$ cat src/verilog/apss_cfg.svh
`ifndef APSS_CFG_SVH
`define APSS_CFG_SVH
// ----------------------------------------
// Port offsets from the audio base
// ----------------------------------------
`define APSS_OFS_MIX_INDEX      4'h4
`define APSS_OFS_MIX_DATA       4'h5
`define APSS_OFS_ACTIVITY       4'h6
`define APSS_OFS_POWER_CTRL     4'h7
// ----------------------------------------
// Activity port fields
// ----------------------------------------
`define APSS_ACT_RESET_BIT      0
`define APSS_ACT_MIDI_BIT       2
`define APSS_ACT_POWERED_BIT    3
`define APSS_ACT_SERIAL_BIT     4
`define APSS_ACT_AUDIO_BIT      5
`define APSS_ACT_MIXER_BIT      6
`define APSS_ACT_SYSTEM_BIT     7
// ----------------------------------------
// Power control fields and reset values
// ----------------------------------------
`define APSS_PC_REQ_BIT         2
`define APSS_PC_PARTIAL_BIT     3
`define APSS_PC_SUSPEND_BIT     7
`define APSS_PC_RESET_VAL       8'h00
`define APSS_HOLD_RESET_VAL     1'b1
// ----------------------------------------
// Timing
// ----------------------------------------
`define APSS_CLK_MHZ            100
`define APSS_AOUT_MIN_MS        48
`define APSS_AOUT_MAX_MS        64
`define APSS_CTX_BYTES          782
`endif

$ cat src/verilog/apss_pkg.sv
package apss_pkg;
	typedef enum logic [1:0] {
		APSS_FULL_DOWN    = 2'b00,
		APSS_PARTIAL_DOWN = 2'b01,
		APSS_FULL_UP      = 2'b10
	} apss_state_e;

	typedef struct packed {
		logic       valid;
		logic       write;
		logic [3:0] offset;
		logic [7:0] wdata;
	} apss_io_s;

	typedef struct packed {
		logic audio_en;
		logic fm_en;
		logic osc_en;
		logic analog_en;
		logic line_out_en;
	} apss_pwr_s;
endpackage

$ cat src/verilog/apss_sequencer.sv
// Function
// - Three power states 0,1,2; hardware reset enters full power-up.
// - After full power-down wake other than by hardware reset, line outputs stay off 48 to 64 ms.
// - Low on volume up, down or mute pin wakes the device.
// - Partial power-down keeps analog, mixer, oscillator; audio and FM off.
// - Partial down wakes on audio or FM access except offsets 4h-7h.
// - Bit 3 clear plus rising bit 2 requests full power-down.
// - Activity bit 3 reads 0 while powered down.
// - Activity bit 0 is reset hold; host clears it, waits 1 ms.
// - Activity bit 2 shows MIDI mode; serial MIDI input never wakes.
// - Activity bits 7..5 are latched system, mixer, audio flags; bit 4 is live serial.
// - Hardware or software reset wakes from full down, context lost.
// - Full power-down wakes on any access except offsets 6h and 7h.
// - DMA accesses also wake the device.
// - Auto wake from full down only with external stable clock.
// - Full power-down stops oscillator and powers down analog.
// - DMA and interrupt request outputs freeze on entering power-down.
// - Bit 7 pulse interrupts microcontroller to upload context.
// - Saved context occupies 782 bytes.
`timescale 1ns/1ps
`default_nettype none
`include "apss_cfg.svh"
module apss_sequencer (
	input  wire logic                  clk,
	input  wire logic                  rst_n,
	input  wire apss_pkg::apss_io_s    io,
	output logic [7:0]                 io_rdata,
	input  wire logic                  dma_ack,
	input  wire logic                  sys_activity,
	input  wire logic                  serial_activity,
	input  wire logic                  midi_mode,
	input  wire logic                  soft_reset,
	input  wire logic                  ext_clock_mode,
	input  wire logic                  hw_volume_up_pin,
	input  wire logic                  hw_volume_down_pin,
	input  wire logic                  hw_mute_pin,
	input  wire logic                  dma_req_core,
	input  wire logic                  irq_core,
	output logic                       dma_req,
	output logic                       irq,
	output logic [1:0]                 power_state,
	output apss_pkg::apss_pwr_s        pwr,
	output logic                       uc_powerdown_irq,
	output logic                       uc_suspend_irq,
	output logic                       context_lost,
	output logic [9:0]                 context_bytes
);
	import apss_pkg::*;

	localparam int unsigned AOUT_MIN_CYC = `APSS_AOUT_MIN_MS * `APSS_CLK_MHZ * 1000;
	localparam int unsigned AOUT_MAX_CYC = `APSS_AOUT_MAX_MS * `APSS_CLK_MHZ * 1000;
	// Aim below the top of the window so the enable lands inside it
	parameter int unsigned AOUT_DELAY_CYC = (AOUT_MIN_CYC + AOUT_MAX_CYC) / 2;

	// ----------------------------------------
	// Pin synchronisers
	// ----------------------------------------
	// Pins idle high, so the flops reset high and no false wake follows reset
	logic [2:0] vol_meta;
	logic [2:0] vol_sync;

	always_ff @(posedge clk or negedge rst_n) begin
		if (!rst_n) begin
			vol_meta <= 3'h7;
			vol_sync <= 3'h7;
		end else begin
			vol_meta <= {hw_mute_pin, hw_volume_down_pin, hw_volume_up_pin};
			vol_sync <= vol_meta;
		end
	end

	// ----------------------------------------
	// Access decode
	// ----------------------------------------
	function automatic logic is_ofs(input logic [3:0] ofs, input logic [3:0] ref_ofs);
		return ofs == ref_ofs;
	endfunction

	function automatic logic is_full_up(input apss_state_e s);
		return s == APSS_FULL_UP;
	endfunction

	logic acc_act;
	logic acc_pc;
	logic acc_mix;
	logic acc_other;
	logic pc_wr;

	assign acc_act   = io.valid && is_ofs(io.offset, `APSS_OFS_ACTIVITY);
	assign acc_pc    = io.valid && is_ofs(io.offset, `APSS_OFS_POWER_CTRL);
	assign acc_mix   = io.valid && (is_ofs(io.offset, `APSS_OFS_MIX_INDEX)
		|| is_ofs(io.offset, `APSS_OFS_MIX_DATA));
	// The activity and control ports never count as activity of their own
	assign acc_other = io.valid && !acc_act && !acc_pc && !acc_mix;
	assign pc_wr     = acc_pc && io.write;

	// ----------------------------------------
	// Power control register and edges
	// ----------------------------------------
	logic [7:0] power_control;
	logic       req_rise;
	logic       susp_rise;

	always_ff @(posedge clk or negedge rst_n) begin
		if (!rst_n) begin
			power_control <= `APSS_PC_RESET_VAL;
		end else if (soft_reset) begin
			// Request bits drop too, so the next pulse is a fresh edge
			power_control <= `APSS_PC_RESET_VAL;
		end else if (pc_wr) begin
			power_control <= io.wdata;
		end
	end

	// Compare written value with held one: one request per high pulse
	assign req_rise  = pc_wr && io.wdata[`APSS_PC_REQ_BIT]
		&& !power_control[`APSS_PC_REQ_BIT];
	assign susp_rise = pc_wr && io.wdata[`APSS_PC_SUSPEND_BIT]
		&& !power_control[`APSS_PC_SUSPEND_BIT];

	// ----------------------------------------
	// Power state machine
	// ----------------------------------------
	apss_state_e state;
	apss_state_e next_state;
	logic        wake_vol;
	logic        wake_partial;
	logic        wake_full;

	assign wake_vol     = vol_sync != 3'h7;
	// Serial MIDI input is not a wake source; data in that mode is lost
	assign wake_partial = wake_vol || dma_ack || acc_other;
	// Without an external clock the oscillator is dead here
	assign wake_full    = ext_clock_mode && (wake_partial || (io.valid && !acc_act
		&& !acc_pc));
	// With a crystal the host must first write bit 3 and wait out the
	// oscillator start; that write alone moves the state to partial

	always_comb begin
		next_state = state;
		case (state)
			APSS_FULL_UP: begin
				if (req_rise) begin
					next_state = io.wdata[`APSS_PC_PARTIAL_BIT] ? APSS_PARTIAL_DOWN
						: APSS_FULL_DOWN;
				end
			end
			APSS_PARTIAL_DOWN: begin
				if (req_rise && !io.wdata[`APSS_PC_PARTIAL_BIT]) begin
					next_state = APSS_FULL_DOWN;
				end else if (wake_partial) begin
					next_state = APSS_FULL_UP;
				end
			end
			APSS_FULL_DOWN: begin
				if (wake_full) begin
					next_state = APSS_FULL_UP;
				end else if (pc_wr && io.wdata[`APSS_PC_PARTIAL_BIT]) begin
					next_state = APSS_PARTIAL_DOWN;
				end
			end
			default: next_state = APSS_FULL_UP;
		endcase
		if (soft_reset) begin
			next_state = APSS_FULL_UP;
		end
	end

	always_ff @(posedge clk or negedge rst_n) begin
		if (!rst_n) begin
			state <= APSS_FULL_UP;
		end else if (soft_reset) begin
			// Soft reset restarts in full power-up; context is not restored
			state <= APSS_FULL_UP;
		end else begin
			state <= next_state;
		end
	end

	assign power_state = state;

	// ----------------------------------------
	// Line output enable delay
	// ----------------------------------------
	// Wide enough for the whole 64 ms window at 100 MHz
	logic [22:0] aout_cnt;
	logic        aout_ok;

	always_ff @(posedge clk or negedge rst_n) begin
		if (!rst_n) begin
			aout_cnt <= '0;
			aout_ok  <= 1'b1;
		end else if (state == APSS_FULL_DOWN) begin
			aout_cnt <= '0;
			aout_ok  <= 1'b0;
		end else if (!aout_ok && is_full_up(state)) begin
			if (aout_cnt == 23'(AOUT_DELAY_CYC - 1)) begin
				aout_ok <= 1'b1;
			end
			aout_cnt <= aout_cnt + 23'h1;
		end else if (!aout_ok) begin
			aout_cnt <= '0;
		end
	end

	// ----------------------------------------
	// Domain enables
	// ----------------------------------------
	always_ff @(posedge clk or negedge rst_n) begin
		if (!rst_n) begin
			pwr <= '{audio_en: 1'b1, fm_en: 1'b1, osc_en: 1'b1, analog_en: 1'b1,
				line_out_en: 1'b1};
		end else begin
			// Follow next_state so the domains switch with the state; line_out_en follows state, one cycle after it
			pwr.audio_en    <= is_full_up(next_state);
			pwr.fm_en       <= is_full_up(next_state);
			pwr.osc_en      <= next_state != APSS_FULL_DOWN;
			pwr.analog_en   <= next_state != APSS_FULL_DOWN;
			pwr.line_out_en <= aout_ok && is_full_up(state);
		end
	end

	// ----------------------------------------
	// Frozen request outputs
	// ----------------------------------------
	always_ff @(posedge clk or negedge rst_n) begin
		if (!rst_n) begin
			dma_req <= 1'b0;
			irq     <= 1'b0;
		end else if (is_full_up(next_state)) begin
			// The core may be clock-gated outside full power-up, so its request
			// lines are not trusted; the pins keep the last value it drove
			dma_req <= dma_req_core;
			irq     <= irq_core;
		end
	end

	// ----------------------------------------
	// Microcontroller events and context
	// ----------------------------------------
	always_ff @(posedge clk or negedge rst_n) begin
		if (!rst_n) begin
			uc_powerdown_irq <= 1'b0;
			uc_suspend_irq   <= 1'b0;
			context_lost     <= 1'b1;
		end else begin
			uc_powerdown_irq <= req_rise;
			uc_suspend_irq   <= susp_rise;
			// A soft reset wins over a same-cycle suspend for context_lost, but uc_suspend_irq still pulses
			if (soft_reset) begin
				context_lost <= 1'b1;
			end else if (susp_rise) begin
				context_lost <= 1'b0;
			end
		end
	end

	assign context_bytes = 10'(`APSS_CTX_BYTES);

	// ----------------------------------------
	// Activity port
	// ----------------------------------------
	logic       hold_reset;
	logic [2:0] act_latch;
	logic       act_rd;

	assign act_rd = acc_act && !io.write;

	always_ff @(posedge clk or negedge rst_n) begin
		if (!rst_n) begin
			hold_reset <= `APSS_HOLD_RESET_VAL;
		end else if (acc_act && io.write && !io.wdata[`APSS_ACT_RESET_BIT]) begin
			hold_reset <= 1'b0;
		end
	end

	// Read clears the latches; a same-cycle event still sets
	always_ff @(posedge clk or negedge rst_n) begin
		if (!rst_n) begin
			act_latch <= 3'h0;
		end else begin
			act_latch[2] <= (act_latch[2] && !act_rd) || sys_activity || dma_ack;
			act_latch[1] <= (act_latch[1] && !act_rd) || acc_mix;
			act_latch[0] <= (act_latch[0] && !act_rd) || acc_other || dma_ack;
		end
	end

	always_ff @(posedge clk or negedge rst_n) begin
		if (!rst_n) begin
			io_rdata <= 8'h00;
		end else if (act_rd) begin
			// Bit 3 is low in partial and full power-down alike
			io_rdata <= {act_latch, serial_activity,
				is_full_up(state), midi_mode, 1'b0, hold_reset};
		end else if (acc_pc && !io.write) begin
			io_rdata <= power_control;
		end else begin
			io_rdata <= 8'h00;
		end
	end
endmodule
`default_nettype wire

$ cat config.mk
export PLATFORM = sky130hd
export DESIGN_NAME = apss_sequencer
export DESIGN_NICKNAME = d
export VERILOG_FILES = /design/src/verilog/apss_pkg.sv /design/src/verilog/apss_sequencer.sv
export VERILOG_INCLUDE_DIRS = /design/src /design/src/verilog
export SDC_FILE = /design/constraint.sdc
export NUM_CORES = 1
export LEC_CHECK = 0
export ABC_AREA = 1
export BUFFER_PORTS_ARGS = -buffer_cell sky130_fd_sc_hd__buf_2
export CAP_MARGIN = 5
export CORE_ASPECT_RATIO = 1.1
export CORE_MARGIN = 4
export CORE_UTILIZATION = 50
export CTS_CLUSTER_SIZE = 24
export DETAILED_ROUTE_END_ITERATION = 8
export PLACE_DENSITY = 0.69
export SLEW_MARGIN = 40
export SYNTH_ARGS = -nofsm -noshare
export SYNTH_HDL_FRONTEND = slang
export SYNTH_SLANG_ARGS = --single-unit
export TNS_END_PERCENT = 1
$ cat constraint.sdc
create_clock -name clk -period 2.4 [get_ports clk]
set_input_delay 0.48 -clock clk [delete_from_list [all_inputs] [get_ports clk]]
set_output_delay 0.48 -clock clk [all_outputs]
set_load 0.005 [all_outputs]
; ---- Word level (Yosys, flattened, before mapping)
; Index checks and enable logic that the tools add are counted.
[classes]
n_reduce_logical = 49
addsub = 1
eq_ne = 10
mux = 21
[op_table]
columns = op, count
row1 = two-way mux 23 bit, 3
row2 = two-way mux 8 bit, 4
row3 = "adder 23 x 1 -> 23 bit, second input constant", 1
row4 = "== test 23 bit, second input constant", 1
row5 = logical AND 1 bit, 23
row6 = "== test 4 x 3 -> 1 bit, second input constant", 4
row7 = two-way mux 2 bit, 7
row8 = logical NOT 1 bit, 10
row9 = nonzero test 2 bit, 5
row10 = logical OR 1 bit, 9
row11 = two-way mux 1 bit, 6
row12 = one-hot mux 2 bit (3 select lines), 1
row13 = "== test 2 bit, second input constant", 2
row14 = "!= test 3 x 1 -> 1 bit, second input constant", 1
row15 = "!= test 3 bit, second input constant", 1
row16 = "== test 2 x 1 -> 1 bit, second input constant", 1
row17 = logical NOT 2 bit, 1
row18 = AND reduction 2 bit, 1
[totals]
input_bits = 27
regBits = 60

; ---- Depth between registers and ports, before layout
[depth]
depth_word = 13
ltp_mapped = 10
mapped_depth_nobuf = 10

; ---- Worst setup path after synthesis
; OpenSTA, ideal clock, no wires.
[synth_timing]
path_type = reg-to-reg
startpoint = register aout_cnt[0]
endpoint = register aout_cnt[14]
setup_ns = 0.128
arrival_time_ns = 1.299
n_path_buf = 0
path_stages_with_launch = 9
required_time_ns = 2.272
path_slack_ns = 0.974
path_cell_list = dfrtp_1 ha_1 nand2_1 nor2_4 nand2_1 nor2_2 nand4_1 nand3_1 o21ai_0
[synth_between]
elab_chain_cells = 3
[synth_lines]
columns = element, line_no
row1 = "start, declared", apss_sequencer.sv:186  ; logic [22:0] aout_cnt;
row2 = "start signal, assigned", apss_sequencer.sv:200  ; aout_cnt <= aout_cnt + 23'h1;
row3 = adder 23 x 1 -> 23 bit, apss_sequencer.sv:200
row4 = two-way mux 23 bit, apss_sequencer.sv:196  ; end else if (!aout_ok && is_full_up(state)) begin
row5 = two-way mux 23 bit, apss_sequencer.sv:193  ; end else if (state == APSS_FULL_DOWN) begin
; Every way passes these cells.
; A chain may end at the register's enable or synchronous reset.

; ---- Worst setup path after layout
[layout_timing]
startpoint = register state[1] (netlist: power_state[1])
endpoint = register aout_cnt[19]
[layout_between]
elab_chain_cells = 4
[layout_lines]
columns = element, line_no
row1 = "start, declared", apss_sequencer.sv:124  ; apss_state_e state;
row2 = "start signal, assigned", apss_sequencer.sv:176  ; state <= next_state;
row3 = == test 2 bit, apss_sequencer.sv:80  ; return s == APSS_FULL_UP;
row4 = logical AND 1 bit, apss_sequencer.sv:196
row5 = two-way mux 23 bit, apss_sequencer.sv:196
row6 = two-way mux 23 bit, apss_sequencer.sv:193
; Parallel ways exist; a longest one is shown, timed or not.

==> results.json <==
{
  "status": "finished, final reports clean",
  "antenna_found_initial": 0,
  "p_sw_w": 0.000696,
  "seq_power_share_pct": 49.0,
  "place_congestion": 0.913,
  "cts_buffer_depth": 2,
  "setup_viol": 0,
  "grt_pass1_vias": 2485,
  "comb_power_share_pct": 16.2,
  "p_int_w": 0.00168,
  "die_area_sq_um": 7360,
  "synth-simple-area-share_pct": 27.4,
  "leakage_nw": 1.67,
  "num-nets-final": 452,
  "worstPathRequired_ns": 2.66,
  "tritoncts": "yes",
  "routed-via-count": 2609,
  "rr_startpoint": "power_state[1]",
  "swShare_pct": 29.3,
  "worstSkewPairLatency_ns": 0.34,
  "synth_seq_area_share_pct": 50.1,
  "finalHoldViolations": 0,
  "start_kind": "register",
  "path_cells": "inv_1 -> nand2_1 -> nand2_1 -> buf_4 -> o22ai_1 -> a21oi_1 -> a21oi_1",
  "peakVddDrop_mv": 0.502,
  "netlist_instances": 372,
  "die_x_um": 82.2,
  "timing.final.crit_share_pct": 71.8,
  "grtUsageTotal_pct": 20.3,
  "critPathLaunch": "power_state[1]",
  "crit_end": "aout_cnt[19]",
  "drt-total-wl_mm": 6.77,
  "htree_num_levels": 3,
  "cts_root_buf": "clkbuf_8",
  "cp_num_buf_inv": 2,
  "path_clk_slew_ns": 0.06,
  "fin_tns_setup_ns": 0,
  "cp_top_family": "flip-flops",
  "diodes": 0,
  "clockPowerShare_pct": 34.8,
  "async_reset_ff_share_pct": 100,
  "drive_above_1_share_pct": 22.4,
  "dp_hpwl_mm": 5.07,
  "dr.pass1.iters": 5,
  "areaGrowthSynthToFinish_pct": 15.2,
  "yosysTopAreaCell": "dfrtp_1",
  "initial_core_util_pct": 52.1,
  "port_buffers": 46,
  "r2r_setup_slack_ns": 0.68,
  "grt_first_pass_wirelength_mm": 11.2,
  "synthAdderAreaFrac_pct": 0.413,
  "cap_violations": 0,
  "period_needed_ns": 1.72,
  "relSlewSlack_pct": 62.0,
  "worst_pin_slew_ns": 0.570,
  "maxSlewViolCount": 0,
  "synth_area_sq_um": 3030,
  "synth-seq-cells": 60,
  "avgSynthCellArea_sq_um": 8.14,
  "placementRows": 29,
  "cts_sinks": 60,
  "finalClockSkew_ns": 0.00683,
  "r2r-end": "aout_cnt[19]",
  "yosys.area.top_type_share_pct": 38.9,
  "reg2regPathDepth": 7,
  "synthFlopType": "dfrtp_1",
  "critPathKind": "reg -> reg",
  "cp_num_cells": 7,
  "ant_nets": 0,
  "p_per_area_nw_per_um2": 681,
  "arrival_ns": 1.99,
  "cts_resized": 0,
  "postPlaceCellArea_sq_um": 3300,
  "clock.fmax_mhz": 580,
  "avgViaCountPerCell": 5.16,
  "wl_per_cell_um": 13.4,
  "holdCritPathClass": "in -> async",
  "drc": 0,
  "ys_top_cells_by_count": "nand2_1 (77), inv_1 (55), dfrtp_1 (47)",
  "core_area_sq_um": 5810,
  "rsz0062_at_grt": "false",
  "crit_fanout": 15,
  "post_cts_buffers": 0,
  "synth-edff-count": 0,
  "design_area_sq_um": 3490,
  "cp_slowest_stage_delay_ns": 0.55,
  "first_iter_violations": 127,
  "synth.area.top_cells": "dfrtp_1 (39%), dfstp_2 (11%), nand2_1 (9.5%)",
  "grt.overflow.total": 0,
  "synth_mux_area_share_pct": 0,
  "io_pins": 57,
  "yosys_warnings": 0,
  "synthMostInstantiatedCell": "nand2_1",
  "numCtsBuffers": 9,
  "whs_ns": 0.133,
  "synth_top_family_by_area": "simple AND/OR/NAND/NOR gates",
  "end_kind": "register",
  "synth_compound_area_share_pct": 11.0,
  "ctsHoldBuffers": 0,
  "die_h_um": 89.6,
  "synth_xor_xnor_area_share_pct": 0,
  "critPathSlowestCell": "dfstp_2",
  "ys_types": 34,
  "grt_max_degree": 37
}
area by class of cell:
type | count | area (sq um)
Clock buffer | 14 | 173
Clock inverter | 2 | 10.0
Fill cell | 522 | 2320
Inverter | 58 | 218
Multi-Input combinational cell | 247 | 1210
Sequential cell | 60 | 1520
Tap cell | 77 | 96.3
Timing Repair Buffer | 48 | 258
logic make-up (layout without fill, tap and decap cells):
group,Yosys count,after routing
adders and majority gates,1,1
other,2,10
buffers and inverters,73,122
AOI/OAI and AO/OA,61,61
DFF,60,60
and+or+nand+nor,175,175
worst min-delay path by stage:
stage / cells past startpoint / end / from
floorplan: 0 / act_latch[0] / rst_n
global placement: 0 / vol_sync[0] / vol_meta[0]
detailed placement: 0 / vol_sync[0] / vol_meta[0]
CTS: 1 / act_latch[2] / rst_n
global route: 1 / io_rdata[4] / rst_n
finish: 1 / power_control[5] / rst_n
layout by cell type, fill, tap and decap left out, types with 10 or more instances in the layout:
cell type / Yosys / layout
buf_2: 1 / 46
nand2_1: 77 / 77
nor2_1: 33 / 33
conb_1: 2 / 10
dfstp_2: 13 / 13
nand3_1: 31 / 31
clkbuf_8: 0 / 12
inv_1: 55 / 55
dfrtp_1: 47 / 47
o21ai_0: 34 / 34
layer usage:
layer  vias to the layer above  global-route usage (%)  share of wire [%]
met5                         -                       0                  0
met4                         0                    8.01                2.3
met3                        13                    5.99                7.1
met2                        98                    34.1                 49
met1                      1212                    24.4                 41
li1                       1286                       -                  -
power by group through the flow:
stage          Sequential [W]  Combinational [W]  Clock, W
6_report              0.00116           0.000384  0.000827
4_1_cts               0.00116           0.000380  0.000849
2_1_floorplan         0.00116           0.000275         0
3_3_place_gp          0.00118           0.000370         0
5_1_grt               0.00117           0.000440  0.000901
3_5_place_dp          0.00118           0.000379         0
flip-flops by register name, indices dropped and copies added (netlist names):
name and cells:
act_latch 3, vol_sync 3, aout_cnt 23, power_control 8
dma_req 1, uc_powerdown_irq 1, aout_ok 1, hold_reset 1
irq 1, io_rdata 8, pwr 3, vol_meta 3
context_lost 1, power_state 2, uc_suspend_irq 1
per-stage QoR:
step                setup WS [ns]  util [%]  cells  total power [W]
floorplan                   0.974         -    380          0.00144
global placement            0.700      56.9    490          0.00155
detailed placement          0.673      56.9    490          0.00156
CTS                         0.699      60.1    506          0.00239
global route                0.538      60.1    506          0.00252
finish                      0.676      60.1    506          0.00238
(Power assumes the default switching activity.)
